--- config.mk ---
export PLATFORM = sky130hd
export DESIGN_NAME = loopback_device_flat
export DESIGN_NICKNAME = d
export VERILOG_FILES = /design/src/core/loopback_pkg.sv /design/src/core/loopback_if.sv /design/src/core/loopback_device.sv /design/src/flat_wrapper.sv
export VERILOG_INCLUDE_DIRS = /design/src /design/src/core
export SDC_FILE = /design/constraint.sdc
export NUM_CORES = 1
export LEC_CHECK = 0
export ABC_CLOCK_PERIOD_IN_PS = 10460
export BUFFER_PORTS_ARGS = -buffer_cell sky130_fd_sc_hd__buf_2
export CAP_MARGIN = 10
export CORE_ASPECT_RATIO = 1.5
export CORE_MARGIN = 1.5
export CORE_UTILIZATION = 34
export DETAILED_ROUTE_END_ITERATION = 6
export PLACE_DENSITY_LB_ADDON = 0.12
export SLEW_MARGIN = 30
export SYNTH_ARGS = -nofsm -noshare
export SYNTH_HDL_FRONTEND = slang
export SYNTH_SLANG_ARGS = --single-unit
export TNS_END_PERCENT = 1
--- constraint.sdc ---
create_clock -name i_clk -period 10.46 [get_ports i_clk]
set_input_delay 0.523 -clock i_clk [delete_from_list [all_inputs] [get_ports i_clk]]
set_output_delay 0.523 -clock i_clk [all_outputs]
set_load 0.02 [all_outputs]
--- src/core/loopback_map.svh ---
// Offsets, field positions and timing counts of the radio block loopback.
// Assumes a 250 MHz core clock; all timings are counted in its cycles.
`ifndef LOOPBACK_MAP_SVH
`define LOOPBACK_MAP_SVH

// -------------------------------------------------------------------------
// Timing
// -------------------------------------------------------------------------
`define LB_CLK_MHZ 250
`define LB_BLOCK_CYCLES 64
`define LB_TT02_US 1000
`define LB_TT02_CYCLES (`LB_TT02_US * `LB_CLK_MHZ)
`define LB_TT03_US 100
`define LB_TT03_CYCLES (`LB_TT03_US * `LB_CLK_MHZ)
`define LB_SLOTS 8

// -------------------------------------------------------------------------
// Payload type field (bit 8 at [1], bit 7 at [0])
// -------------------------------------------------------------------------
`define LB_PTYPE_OFF_BIT 0

// -------------------------------------------------------------------------
// Test equipment register offsets and fields
// -------------------------------------------------------------------------
`define LB_REG_CTRL 8'h00
`define LB_REG_TXDATA 8'h04
`define LB_REG_TXCTL 8'h08
`define LB_REG_STATUS 8'h0c
`define LB_REG_RXDATA 8'h10
`define LB_REG_RXSLOT 8'h14
`define LB_CTRL_START 0
`define LB_CTRL_RELEASE 1
`define LB_CTRL_SEND 2
`define LB_TXCTL_CTRL 3
`define LB_TXCTL_PT_LO 4
`define LB_TXCTL_HDR 6
`define LB_STAT_TT02 2
`define LB_STAT_RXNEW 3
`define LB_TXCTL_RESET 32'h0000_0040

`endif

--- src/core/loopback_pkg.sv ---
// Types shared by both ends of the radio block loopback link.
// Assumes the constants of loopback_map.svh for the numbers themselves.
package loopback_pkg;

  typedef enum logic [1:0] {
    DEV_IDLE = 2'b00,
    DEV_REQ = 2'b01,
    DEV_LOOP = 2'b10
  } dev_state_type;

  typedef enum logic [1:0] {
    SS_IDLE = 2'b00,
    SS_TT02 = 2'b01,
    SS_TT03 = 2'b10,
    SS_RUN = 2'b11
  } ss_state_type;

endpackage

--- src/core/loopback_if.sv ---
// Radio link between the mobile device and the test equipment.
// Assumes both ends share one clock; the test equipment sets block timing.
interface loopback_if #(parameter int DW = 32);
  logic blk_tick;
  logic start_cmd;
  logic ul_assign;
  logic tbf_release;
  logic dl_valid;
  logic [2:0] dl_slot;
  logic dl_ctrl;
  logic [1:0] dl_ptype;
  logic dl_hdr_ok;
  logic [DW-1:0] dl_data;
  logic ul_req;
  logic ul_valid;
  logic [2:0] ul_slot;
  logic [DW-1:0] ul_data;

  modport device (
    input blk_tick, start_cmd, ul_assign, tbf_release, dl_valid, dl_slot,
    input dl_ctrl, dl_ptype, dl_hdr_ok, dl_data,
    output ul_req, ul_valid, ul_slot, ul_data
  );

  modport tester (
    output blk_tick, start_cmd, ul_assign, tbf_release, dl_valid, dl_slot,
    output dl_ctrl, dl_ptype, dl_hdr_ok, dl_data,
    input ul_req, ul_valid, ul_slot, ul_data
  );
endinterface

--- src/core/loopback_device.sv ---
// Mobile-side switched radio block loopback with multi-slot mapping.
// Assumes the tester pulses blk_tick once per block period, at least
// nine cycles apart, and sends each downlink block within a period.
//
// The implementer's own choices: the address-and-strobe port and the placing of the registers.
`include "loopback_map.svh"

module loopback_device #(
  parameter int DW = 32
) (
  // Clock and reset
  input wire logic i_clk,
  input wire logic i_arst_n,
  // Radio link
  loopback_if.device link,
  // Configuration
  input wire logic i_multislot_en,
  input wire logic [7:0] i_dl_ts_mask,
  input wire logic [7:0] i_ul_ts_mask,
  input wire logic [2:0] i_dl_offset,
  input wire logic i_t3190_expired,
  // Own uplink traffic
  input wire logic i_own_valid,
  input wire logic [2:0] i_own_slot,
  input wire logic [DW-1:0] i_own_data,
  // Upper layers
  output logic o_llc_valid,
  output logic [DW-1:0] o_llc_data,
  output logic o_rlc_valid,
  output logic o_rlc_ctrl,
  output logic [DW-1:0] o_rlc_data,
  // Status
  output logic o_loop_active,
  output logic o_submode_on,
  output logic o_timers_hold,
  output logic o_own_tx_allow
);
  import loopback_pkg::*;

  // -----------------------------------------------------------------------
  // Slot mapping
  // -----------------------------------------------------------------------
  // Downlink slot feeding the uplink slot of rank n; the count runs from the offset
  // and wraps, so an offset past the last active slot still finds one.
  function automatic logic [2:0] src_slot(input logic [2:0] n,
                                          input logic [7:0] mask,
                                          input logic [2:0] offs,
                                          input logic multi);
    logic [2:0] s;
    logic [2:0] first;
    logic [2:0] last;
    logic [2:0] pick;
    logic [3:0] cnt;
    logic got;
    first = offs;
    last = offs;
    pick = offs;
    cnt = 4'h0;
    got = 1'b0;
    for (int k = 0; k < `LB_SLOTS; k++) begin
      s = 3'(offs + 3'(k));
      if (mask[s]) begin
        if (cnt == 4'h0) begin
          first = s;
        end
        if (!got && cnt == {1'b0, n}) begin
          pick = s;
          got = 1'b1;
        end
        last = s;
        cnt = 4'(cnt + 4'h1);
      end
    end
    if (!got) begin
      pick = last;
    end
    if (!multi || cnt <= 4'h1) begin
      pick = first;
    end
    return pick;
  endfunction

  // -----------------------------------------------------------------------
  // State
  // -----------------------------------------------------------------------
  dev_state_type state_reg;
  dev_state_type state_next;
  logic on_reg;
  logic [DW-1:0] cap_reg [`LB_SLOTS];
  logic [7:0] cap_vld_reg;
  logic [DW-1:0] tx_reg [`LB_SLOTS];
  logic [7:0] tx_vld_reg;
  logic sending_reg;
  logic [2:0] ul_idx_reg;
  logic ul_req_reg;
  logic ul_valid_reg;
  logic [2:0] ul_slot_reg;
  logic [DW-1:0] ul_data_reg;

  wire looping = (state_reg == DEV_LOOP);
  wire terminate = link.tbf_release | i_t3190_expired;
  wire want_on = ~link.dl_ptype[`LB_PTYPE_OFF_BIT];
  wire mode_cmd = looping & link.dl_valid & link.dl_ctrl;
  wire toggle = mode_cmd & (want_on != on_reg);
  // Mapping pairs slots by rank among the active ones, not by number
  wire [7:0] ul_below = i_ul_ts_mask & 8'((8'h01 << ul_idx_reg) - 8'h01);
  wire [2:0] ul_rank = 3'($countones(ul_below));
  wire [2:0] src = src_slot(ul_rank, i_dl_ts_mask, i_dl_offset,
                            i_multislot_en);
  wire loop_send = sending_reg & on_reg & i_ul_ts_mask[ul_idx_reg]
                   & tx_vld_reg[src];
  wire own_send = looping & ~on_reg & i_own_valid;
  wire capture = looping & link.dl_valid;

  always_comb begin
    state_next = state_reg;
    unique case (state_reg)
      DEV_IDLE: begin
        if (link.start_cmd) begin
          state_next = DEV_REQ;
        end
      end
      DEV_REQ: begin
        if (terminate) begin
          state_next = DEV_IDLE;
        end else if (link.ul_assign) begin
          state_next = DEV_LOOP;
        end
      end
      DEV_LOOP: begin
        if (terminate) begin
          state_next = DEV_IDLE;
        end
      end
      default: begin
        state_next = DEV_IDLE;
      end
    endcase
  end

  // -----------------------------------------------------------------------
  // Control and sub-mode
  // -----------------------------------------------------------------------
  always_ff @(posedge i_clk or negedge i_arst_n) begin
    if (!i_arst_n) begin
      state_reg <= DEV_IDLE;
      on_reg <= 1'b1;
      ul_req_reg <= 1'b0;
    end else begin
      state_reg <= state_next;
      ul_req_reg <= (state_next == DEV_REQ);
      if (state_reg != DEV_LOOP) begin
        on_reg <= 1'b1;
      end else if (toggle) begin
        on_reg <= want_on;
      end
    end
  end

  // -----------------------------------------------------------------------
  // Per-slot block buffers
  // -----------------------------------------------------------------------
  // Data words hold no reset; only their valid bits matter.
  always_ff @(posedge i_clk) begin
    if (capture) begin
      cap_reg[link.dl_slot] <= link.dl_data;
    end
    if (link.blk_tick) begin
      tx_reg <= cap_reg;
    end
  end

  always_ff @(posedge i_clk or negedge i_arst_n) begin
    if (!i_arst_n) begin
      cap_vld_reg <= 8'h00;
      tx_vld_reg <= 8'h00;
      sending_reg <= 1'b0;
      ul_idx_reg <= 3'h0;
    end else if (!looping || terminate) begin
      cap_vld_reg <= 8'h00;
      tx_vld_reg <= 8'h00;
      sending_reg <= 1'b0;
      ul_idx_reg <= 3'h0;
    end else if (link.blk_tick) begin
      tx_vld_reg <= cap_vld_reg;
      cap_vld_reg <= capture ? (8'h01 << link.dl_slot) : 8'h00;
      sending_reg <= 1'b1;
      ul_idx_reg <= 3'h0;
    end else begin
      if (capture) begin
        cap_vld_reg[link.dl_slot] <= 1'b1;
      end
      if (sending_reg) begin
        ul_idx_reg <= 3'(ul_idx_reg + 3'h1);
        if (ul_idx_reg == 3'h7) begin
          sending_reg <= 1'b0;
        end
      end
    end
  end

  // -----------------------------------------------------------------------
  // Uplink and upper-layer outputs
  // -----------------------------------------------------------------------
  always_ff @(posedge i_clk or negedge i_arst_n) begin
    if (!i_arst_n) begin
      ul_valid_reg <= 1'b0;
      ul_slot_reg <= 3'h0;
      ul_data_reg <= '0;
      o_llc_valid <= 1'b0;
      o_llc_data <= '0;
      o_rlc_valid <= 1'b0;
      o_rlc_ctrl <= 1'b0;
      o_rlc_data <= '0;
      o_loop_active <= 1'b0;
      o_submode_on <= 1'b0;
      o_timers_hold <= 1'b0;
      o_own_tx_allow <= 1'b0;
    end else begin
      ul_valid_reg <= ~terminate & (loop_send | own_send);
      if (loop_send) begin
        ul_slot_reg <= ul_idx_reg;
        ul_data_reg <= tx_reg[src];
      end else if (own_send) begin
        ul_slot_reg <= i_own_slot;
        ul_data_reg <= i_own_data;
      end
      o_llc_valid <= link.dl_valid & ~link.dl_ctrl & link.dl_hdr_ok
                     & (state_reg == DEV_IDLE);
      o_llc_data <= link.dl_data;
      o_rlc_valid <= capture & link.dl_hdr_ok;
      o_rlc_ctrl <= link.dl_ctrl;
      o_rlc_data <= link.dl_data;
      o_loop_active <= (state_next == DEV_LOOP);
      o_submode_on <= (state_next == DEV_LOOP) & (toggle ? want_on : on_reg);
      o_timers_hold <= (state_next != DEV_IDLE);
      o_own_tx_allow <= (state_next == DEV_LOOP)
                        & ~(toggle ? want_on : on_reg);
    end
  end

  assign link.ul_req = ul_req_reg;
  assign link.ul_valid = ul_valid_reg;
  assign link.ul_slot = ul_slot_reg;
  assign link.ul_data = ul_data_reg;

endmodule

--- src/flat_wrapper.sv ---
// flat-port wrapper written by rule: the top's interface ports become plain ports
module loopback_device_flat import loopback_pkg::*;
#(
  parameter int DW = 32
)
  (i_clk, i_arst_n, i_multislot_en, i_dl_ts_mask, i_ul_ts_mask, i_dl_offset, i_t3190_expired, i_own_valid, i_own_slot, i_own_data, o_llc_valid, o_llc_data, o_rlc_valid, o_rlc_ctrl, o_rlc_data, o_loop_active, o_submode_on, o_timers_hold, o_own_tx_allow, link_blk_tick, link_start_cmd, link_ul_assign, link_tbf_release, link_dl_valid, link_dl_slot, link_dl_ctrl, link_dl_ptype, link_dl_hdr_ok, link_dl_data, link_ul_req, link_ul_valid, link_ul_slot, link_ul_data);
  loopback_if #(.DW(DW)) link_i ();
  input wire logic i_clk;
  input wire logic i_arst_n;
  input wire logic i_multislot_en;
  input wire logic [7:0] i_dl_ts_mask;
  input wire logic [7:0] i_ul_ts_mask;
  input wire logic [2:0] i_dl_offset;
  input wire logic i_t3190_expired;
  input wire logic i_own_valid;
  input wire logic [2:0] i_own_slot;
  input wire logic [DW-1:0] i_own_data;
  output logic o_llc_valid;
  output logic [DW-1:0] o_llc_data;
  output logic o_rlc_valid;
  output logic o_rlc_ctrl;
  output logic [DW-1:0] o_rlc_data;
  output logic o_loop_active;
  output logic o_submode_on;
  output logic o_timers_hold;
  output logic o_own_tx_allow;
  input wire logic [$bits(link_i.blk_tick)-1:0] link_blk_tick;
  input wire logic [$bits(link_i.start_cmd)-1:0] link_start_cmd;
  input wire logic [$bits(link_i.ul_assign)-1:0] link_ul_assign;
  input wire logic [$bits(link_i.tbf_release)-1:0] link_tbf_release;
  input wire logic [$bits(link_i.dl_valid)-1:0] link_dl_valid;
  input wire logic [$bits(link_i.dl_slot)-1:0] link_dl_slot;
  input wire logic [$bits(link_i.dl_ctrl)-1:0] link_dl_ctrl;
  input wire logic [$bits(link_i.dl_ptype)-1:0] link_dl_ptype;
  input wire logic [$bits(link_i.dl_hdr_ok)-1:0] link_dl_hdr_ok;
  input wire logic [$bits(link_i.dl_data)-1:0] link_dl_data;
  output wire logic [$bits(link_i.ul_req)-1:0] link_ul_req;
  output wire logic [$bits(link_i.ul_valid)-1:0] link_ul_valid;
  output wire logic [$bits(link_i.ul_slot)-1:0] link_ul_slot;
  output wire logic [$bits(link_i.ul_data)-1:0] link_ul_data;
  assign link_i.blk_tick = link_blk_tick;
  assign link_i.start_cmd = link_start_cmd;
  assign link_i.ul_assign = link_ul_assign;
  assign link_i.tbf_release = link_tbf_release;
  assign link_i.dl_valid = link_dl_valid;
  assign link_i.dl_slot = link_dl_slot;
  assign link_i.dl_ctrl = link_dl_ctrl;
  assign link_i.dl_ptype = link_dl_ptype;
  assign link_i.dl_hdr_ok = link_dl_hdr_ok;
  assign link_i.dl_data = link_dl_data;
  assign link_ul_req = link_i.ul_req;
  assign link_ul_valid = link_i.ul_valid;
  assign link_ul_slot = link_i.ul_slot;
  assign link_ul_data = link_i.ul_data;
  loopback_device #(.DW(DW)) u_core (.i_clk(i_clk), .i_arst_n(i_arst_n), .link(link_i), .i_multislot_en(i_multislot_en), .i_dl_ts_mask(i_dl_ts_mask), .i_ul_ts_mask(i_ul_ts_mask), .i_dl_offset(i_dl_offset), .i_t3190_expired(i_t3190_expired), .i_own_valid(i_own_valid), .i_own_slot(i_own_slot), .i_own_data(i_own_data), .o_llc_valid(o_llc_valid), .o_llc_data(o_llc_data), .o_rlc_valid(o_rlc_valid), .o_rlc_ctrl(o_rlc_ctrl), .o_rlc_data(o_rlc_data), .o_loop_active(o_loop_active), .o_submode_on(o_submode_on), .o_timers_hold(o_timers_hold), .o_own_tx_allow(o_own_tx_allow));
endmodule
==> summary.txt, run 1 <==
Floorplanning
  – Chip width: ~220 µm
  – Rows: around 120
  – Core region area: 72670 µm²
  – Starting Density: roughly 34%
  – Die Area: between 70000 and 80000 µm²
  – Boundary Pins: 211
  – Vert. Die Dim: between 300 and 400 µm

Clocking
  – Post-CTS Hold Buffers: 1
  – Htree depth: 2
  – Post-CTS Setup Inserts: 0
  – Clock root cell: clkbuf_16
  – Worst-Skew Late Latency: 0.61 ns
  – CTS Sinks: around 610
  – CTS Buf Count: 57
  – Post-CTS Resized: 0
  – Clock slew at reported path FFs: roughly 0.06 ns
  – CTS tree: yes
  – Longest Clk Path Bufs: 3

Routing
  – Drt via density: 5.195
  – Vias: roughly 15000
  – Number of routed nets with antenna violations: 0
  – Average wire per standard cell: 21.70 µm
  – DRC errors left: 0
  – DRT Pass-1 Iters: 5
  – DRT iter0 DRCs: between 1000 and 1500
  – Final WL: between 60000 and 70000 µm

Finish
  – Area grow syn2layout: 14.85%
  – Fill cell count: 6854
  – Finished Cell Area: ~29000 µm²
  – Nets@finish: 2008
  – Sequential Area: 17850 µm²
  – Antenna diode count: 0
  – Area of the multi-input gates: 6245 µm²
  – Share of cells above drive strength 1: 20.11%

Setup path
  – CP arrival: 9.26 ns
  – Crit-path slowest cell: mux4_2
  – Critical Path RT: between 10 and 15 ns
  – Critical path buffers and inverters: 4
  – Crit-path max FO: 34
  – Crit. End Element: flop
  – Cell family with most CP delay: adder cells
  – Setup crit start kind: input port
  – Crit-path max cell delay: 0.57 ns
  – Worst setup path category: in -> reg
  – CP dominant cell by count: ha_1

Logic synthesis
  – Post-Synth Simple-Gate Area: 9.624%
  – Compound-gate portion of the synthesized area: ~7%
  – Largest family of logic cells by synthesized area: simple AND/OR/NAND/NOR gates
  – XOR/XNOR Fraction of Synth Area: between 1 and 1.5%
  – Asr flop ratio synth: between 15 and 20%
  – YS warnings: 0
  – Register bit count reported by yosys: 611
  – Mapped Nets: approximately 1800
  – Mux cell area share after synthesis: ~5.4%
  – Number of enable flip-flop cells after synthesis: between 500 and 600
  – Syn Std Cell Area: 24950 µm²
  – Main area contributors after synthesis: edfxtp_1, dfrtp_1, nand3_1
  – Mean Syn Cell Area: between 10 and 15 µm²
  – Yosys cell types: 88
  – Sequential fraction of the synthesis area: between 70% and 80%
  – Yosys top cell area share: 61.63%
  – Synthesized instance count: ~1700
  – Synth Flop Type: edfxtp_1
  – Post-synth top area cell: edfxtp_1
  – Synth Area in Adders: under 10%

GRT
  – Largest net degree at the start of global routing: approximately 120
  – Gr ovfl total: 0
  – First-pass GRT wire length: a little over 90000 µm
  – Vias in the first global route: between 15000 and 20000
  – Total GRT Usage: approximately 16%
  – Initial antenna violation count: 0

Placement
  – Setup slack after placement: slightly below 1 ns
  – Dpl cell area: about 27000 µm²
  – HPWL Detailed: between 30000 and 40000 µm
  – Port-buffer cells: approximately 210
  – Gpl congestion: between 0.8 and 0.9

STA
  – RSZ-0062 raised after global routing: no
  – Endpoints failing setup: 0
  – Fin. max-slew vios: 0
  – Worst Tran Pin Value: between 0.9 and 1 ns
  – Final Hold Violating Endpoints: 0
  – Final period utilization: 84.07%
  – Max-Slew Margin vs Limit: between 30% and 40%
  – Setup Skew: around 0.016 ns
  – Max Fclk: 113.7 MHz
  – Setup slack after layout: between 1.5 and 2 ns
  – Final setup TNS: 0 ns
  – Post-layout min period: 8.794 ns
  – WHS: 0.05249 ns

Power
  – Design Power: a little over 7 mW
  – Peak supply drop: between 0.15 and 0.2 mV
  – P_leak: ~10 nW
  – PwrDens: around 250 nW/µm²

Run status
  – Status: finished, final reports clean

Flow run
  – Max cap viols: 0

Min path
  – Hold WC Path Type: in -> reg
-- metrics by stage --
stage,std cells,utilization (%)
detailed placement,2736,36.81
global route,2846,39.43
finish,2846,39.43
floorplan,1705,-
global placement,2736,36.81
CTS,2845,39.38
-- where the power goes --
group	internal (mW)	switching, mW	total, mW
logic	0.705	1.65	2.36
clock network	1.17	0.886	2.06
registers	2.70	0.0227	2.72
total	4.58	2.56	7.14
-- path summary, 6_finish.rpt --
| kind | cells after the start | slack, ns | startpoint | end |
|---|---|---|---|---|
| worst max-delay path | 31 | 1.67 | i_dl_offset[1] | u_core.link.ul_data[24] |
| worst min-delay path | 1 | 0.05 | link_dl_ctrl | u_core.o_rlc_ctrl |
| worst max register to register | 28 | 2.73 | u_core.ul_idx_reg[0] | u_core.link.ul_data[24] |
| worst min register to register | 0 | 0.41 | u_core.cap_reg[191] | u_core.tx_reg[191] |
| max in group asynchronous | 4 | 8.93 | i_arst_n | u_core.on_reg |
| min in group asynchronous | 2 | 0.46 | i_arst_n | u_core.o_llc_data[10] |
-- cell usage in the layout (no fill, tap or decap), types with 8 or more instances in the layout --
cell type / Yosys / final
and2_1: 18 / 18
nor2b_1: 10 / 10
o21ai_0: 134 / 134
a21oi_1: 27 / 26
clkbuf_1: 65 / 18
mux4_2: 11 / 11
buf_2: 12 / 207
buf_4: 38 / 24
o2111ai_1: 9 / 9
xnor2_1: 19 / 19
clkbuf_8: 0 / 9
nand2_1: 64 / 64
nor2_1: 46 / 44
edfxtp_1: 512 / 512
nor3_1: 20 / 20
clkbuf_16: 0 / 59
nand4_1: 31 / 31
inv_1: 46 / 40
dfrtp_1: 98 / 98
o21ai_1: 11 / 11
a211oi_1: 9 / 9
mux2i_1: 89 / 89
nand3_1: 250 / 250
ha_1: 27 / 27
clkinv_2: 0 / 8
and3_1: 9 / 9
mux2_2: 13 / 13
-- logic make-up after synthesis --
logic type               count (synthesis)
flip-flops                             611
adder cells (fa/ha/maj)                 30
XOR/XNOR                                31
AO/OA/AOI/OAI                          265
AND/OR/NAND/NOR                        476
multiplexers                           117
buffers and inverters                  175
-- final cells by class --
cell class	instances	area share [%]
Sequential cell	611	62.31
Tap cell	922	4.026
Multi-Input combinational cell	919	21.80
Clock inverter	22	0.6813
Inverter	47	0.6157
Clock buffer	86	5.821
Timing Repair Buffer	239	4.747
-- synth_stat cells (all sizes together) (4+ instances only) --
library cell and n:
o31ai 8, dfrtp 98, o21ai 145, a21o 6
nor3 21, and3 9, o211ai 5, a21oi 28
ha 27, o21a 4, edfxtp 512, a211oi 11
a32o 4, or3 4, a32oi 4, xnor3 5
mux2i 89, nand2b 7, xnor2 19, nor2 47
inv 46, mux4 11, nor2b 10, nand2 64
and2 19, clkbuf 65, xor2 7, nand3 251
nand4 31, mux2 17, a31oi 7, o2111ai 9
buf 63
-- routing by layer --
layer,track usage [%],routed length [µm],up-vias
li1,-,-,6808
met1,18.84,24550,7519
met2,31.17,33420,374
met3,2.129,2331,84
met4,5.112,1447,0
met5,0,0,-
-- worst reg2reg max path, delay by kind of cell, from the launching register on --
family / cells / cell delay, ns
AND/OR/NAND/NOR: 8 / 2.18
adder cells (fa/ha/maj): 6 / 1.89
AO/OA/AOI/OAI: 7 / 1.86
multiplexers: 2 / 0.53
flip-flops: 1 / 0.51
XOR/XNOR: 2 / 0.37
buffers and inverters: 3 / 0.24
(Power assumes the default switching activity.)
==> inputs of run 2 (changes only) <==
Settings changed: ABC_AREA from default to 1, ABC_CLOCK_PERIOD_IN_PS 10460 to 8900.
Clock period 10.46 ns to 8.9 ns, I/O delays scaled along.
==> run 2 against run 1 <==
Worst setup slack got worse by 0.41 ns. Critical path depth increased by 9. Global-route usage decreased by 0.30 points. Final cell count increased by 12%. Count of clock-buffer cells in the layout decreased by 8. First-iteration DRC count decreased by 2.7%. Synthesized area decreased by 0.19%. Register-to-register slack got worse by 1.5 ns. Via count increased by 3.1%. Clock skew increased by 0.0035 ns.
==> summary.txt, run 2 <==
Setup path
  – Reg2reg end: u_core.link.ul_data[12]
  – Critical path origin: u_core.ul_idx_reg[0]
  – Crit. End Element: flop
  – Crit-path max FO: 44 (+29%)
  – Crit-path max cell delay: 0.67 ns (+0.10 ns)
  – R2r startpoint: u_core.ul_idx_reg[0]
  – Setup crit start kind: flop
  – Worst setup path category: reg -> reg
  – Critical path endpoint: u_core.link.ul_data[12]
  – CP dominant cell by count: inv_1
  – CP arrival: 8.19 ns (-1.07 ns)
  – R2R Setup Slk: 1.26 ns (-1.47 ns)
  – Critical Path RT: 9.45 ns (-1.47 ns)
  – Reg2reg path depth: 40 (+43%)
  – Crit-path slowest cell: inv_2

Routing
  – DRT Pass-1 Iters: 5 (unchanged)
  – Vias: 15240 (+3.1%)
  – Number of routed nets with antenna violations: 0 (unchanged)
  – Drt via density: 4.802 (-7.6%)
  – DRC errors left: 0 (unchanged)
  – DRT iter0 DRCs: 1046 (-2.7%)
  – Final WL: 60180 µm (-2.5%)
  – Average wire per standard cell: 18.96 µm (-13%)

STA
  – Endpoints failing setup: 0 (unchanged)
  – Max Fclk: ~130 MHz
  – RSZ-0062 raised after global routing: no
  – Final period utilization: about 86%
  – Setup Skew: 0.01992 ns (+0.003465 ns)
  – Post-layout min period: approximately 7.6 ns
  – Final setup TNS: 0 ns (unchanged)
  – Final Hold Violating Endpoints: 0 (unchanged)
  – Max-Slew Margin vs Limit: 34.18% (-4.7 points)
  – Worst Tran Pin Value: 0.9874 ns (+0.07117 ns)
  – Fin. max-slew vios: 0 (unchanged)

Power
  – P_leak: 11.57 nW (+12%)
  – Design Power: 8.195 mW (+15%)
  – PwrDens: 283.4 nW/µm² (+14%)
  – Peak supply drop: 0.2230 mV (+15%)

Logic synthesis
  – Syn Std Cell Area: 24900 µm² (-0.19%)
  – Mapped Nets: 2130 (+16%)
  – YS warnings: 0 (unchanged)
  – Yosys top cell area share: 61.75% (+0.12 points)
  – Main area contributors after synthesis: edfxtp_1, dfrtp_1, nand2_1
  – Yosys cell types: 53 (-40%)
  – Post-synth top area cell: edfxtp_1
  – Asr flop ratio synth: 16.20% (unchanged)
  – Number of enable flip-flop cells after synthesis: 512 (unchanged)
  – Sequential fraction of the synthesis area: 71.70% (+0.14 points)
  – Mean Syn Cell Area: 12.47 µm² (-15%)
  – Synthesized instance count: 1997 (+17%)
  – Commonest cells post-synth: edfxtp_1, nand2_1, inv_1
  – Synth Flop Type: edfxtp_1
  – Register bit count reported by yosys: 611 (unchanged)
  – Top-count cell post-synth: edfxtp_1

Placement
  – Port-buffer cells: 209 (unchanged)
  – Placed insts: 3050 (+11%)
  – Gpl congestion: 0.8549 (-3.5%)
  – Dpl cell area: 26770 µm² (about the same)
  – HPWL Detailed: 35110 µm (-2.0%)

GRT
  – Met2 usage: 30.01% (-1.2 points)
  – Met1 usage: 18.97% (+0.13 points)
  – Gr ovfl total: 0 (unchanged)
  – Initial antenna violation count: 2 (+2)
  – Routing usage on met3: 2.085% (-0.044 points)
  – Total GRT Usage: 16.08% (-0.30 points)
  – Grt peak-use layer: met2
  – Vias in the first global route: 15176 (-0.066%)
  – Largest net degree at the start of global routing: 113 (-5.0%)
  – First-pass GRT wire length: 90250 µm (-2.2%)

Flow run
  – Max cap viols: 0 (unchanged)

Clocking
  – Clock root cell: clkbuf_16
  – Longest Clk Path Bufs: 3 (unchanged)
  – CTS tree: yes
  – CTS Sinks: 611 (unchanged)
  – Worst-Skew Late Latency: 0.62 ns (about the same)
  – Htree depth: 2 (unchanged)
  – CTS Buf Count: 58 (+1.8%)
  – Clock slew at reported path FFs: 0.07 ns (about the same)
  – Post-CTS Resized: 0 (unchanged)

Run status
  – Status: finished, final reports clean

Finish
  – Fill cell count: 6949 (+1.4%)
  – Share of cells above drive strength 1: 18.47% (-1.6 points)
  – Most common cell after layout, fill and taps aside: edfxtp_1
  – Area grow syn2layout: 16.13%
  – Antenna diode count: 0 (unchanged)
  – Most frequent cells in the layout: edfxtp_1, nand2_1, buf_2
  – Final Non-Filler Cells: 3174 (+12%)
  – Area of the multi-input gates: 5733 µm² (-8.2%)
  – Nets@finish: 2336 (+16%)
  – Sequential Area: 17850 µm² (unchanged)
  – Finished Cell Area: 28920 µm² (+0.93%)

Min path
  – Hold wc startpoint: link_dl_data[23]
  – Hold WC Path Type: in -> reg

Floorplanning
  – Core region area: 72520 µm² (-0.21%)
  – Chip width: 224.0 µm (about the same)
  – Vert. Die Dim: 334.4 µm (about the same)
  – Starting Density: 34.34% (about the same)
  – Boundary Pins: 211 (unchanged)
  – Die Area: 74900 µm² (-0.19%)
  – Rows: 121 (unchanged)
[run 2: cell types whose count changed in the layout (fill, tap and decap cells not counted), moves of 17 or more]
cell and change:
and2_1 -17, inv_1 +136, mux2i_1 -57, nand2_1 +357
nand2_2 +18, nand3_1 -165, nand4_1 -19, nor2_1 +115
o211ai_1 +38, o21ai_0 -37, o21ai_1 +27, o22ai_1 +31
xnor2_1 -17
[run 2: critical path, delay by kind of cell (launching register included)]
family                     cells  cell delay, ns
xor gates and xnor gates       1            0.57
AOI/OAI and AO/OA              2            0.32
DFF                            1            0.49
and+or+nand+nor               21            2.87
adders and majority gates      6            1.88
buffers and inverters         10            1.40
[run 2: what timing repair did]
item | CTS | global route
setup buffers | 0 | 0
hold buffers | 14 | 0
hold endpoints to repair | 52 | 0
[run 2: layout make-up]
type,instances,area share (%)
sequential,611,61.74
multi-input combinational,1084,19.83
clock buffer,78,5.638
timing repair buffer,249,4.989
tap,922,3.989
inverter,199,2.600
clock inverter,31,1.220
[run 2: metal layers]
layer,up-vias,share of wire (%)
li1,7274,-
met1,7558,41
met5,-,0
met2,313,53
met4,0,2.6
met3,95,3.6
[run 2: cell families (layout without fill, tap and decap cells)]
family	Yosys count	in the layout	synth area share, %
fa+ha+maj	30	30	1.598
buf+inv	302	557	5.708
flops	611	611	71.70
simple gates	749	749	13.04
mux	32	32	1.286
xor+xnor	13	13	0.5930
compound gates	260	260	6.075
[run 2: how the worst min path moves through the flow]
stage / endpoint / slack (ns) / depth (start not counted)
after floorplan: u_core.cap_vld_reg[0] / 0.15 / 0
after global placement: u_core.tx_reg[12] / 0.40 / 0
after detailed placement: u_core.tx_reg[0] / 0.40 / 0
after CTS: u_core.link.ul_req / 0.0003 / 2
after global routing: u_core.o_llc_data[29] / 0.01 / 1
final: u_core.o_llc_data[23] / 0.04 / 1
[run 2: stage by stage]
step                util [%]  hold WS [ns]  worst slack, ns
finish                 39.88       0.03967            1.260
global route           39.88       0.01409           0.4885
CTS                    39.84     0.0003381            1.098
detailed placement     36.91        0.4045           0.7159
global placement       36.89        0.4003           0.8474
floorplan                  -        0.1494            2.711
[run 2: report_power, final]
part	switching (mW)	internal, mW
clock	1.08	1.49
combinational	1.73	0.696
sequential	0.0274	3.17
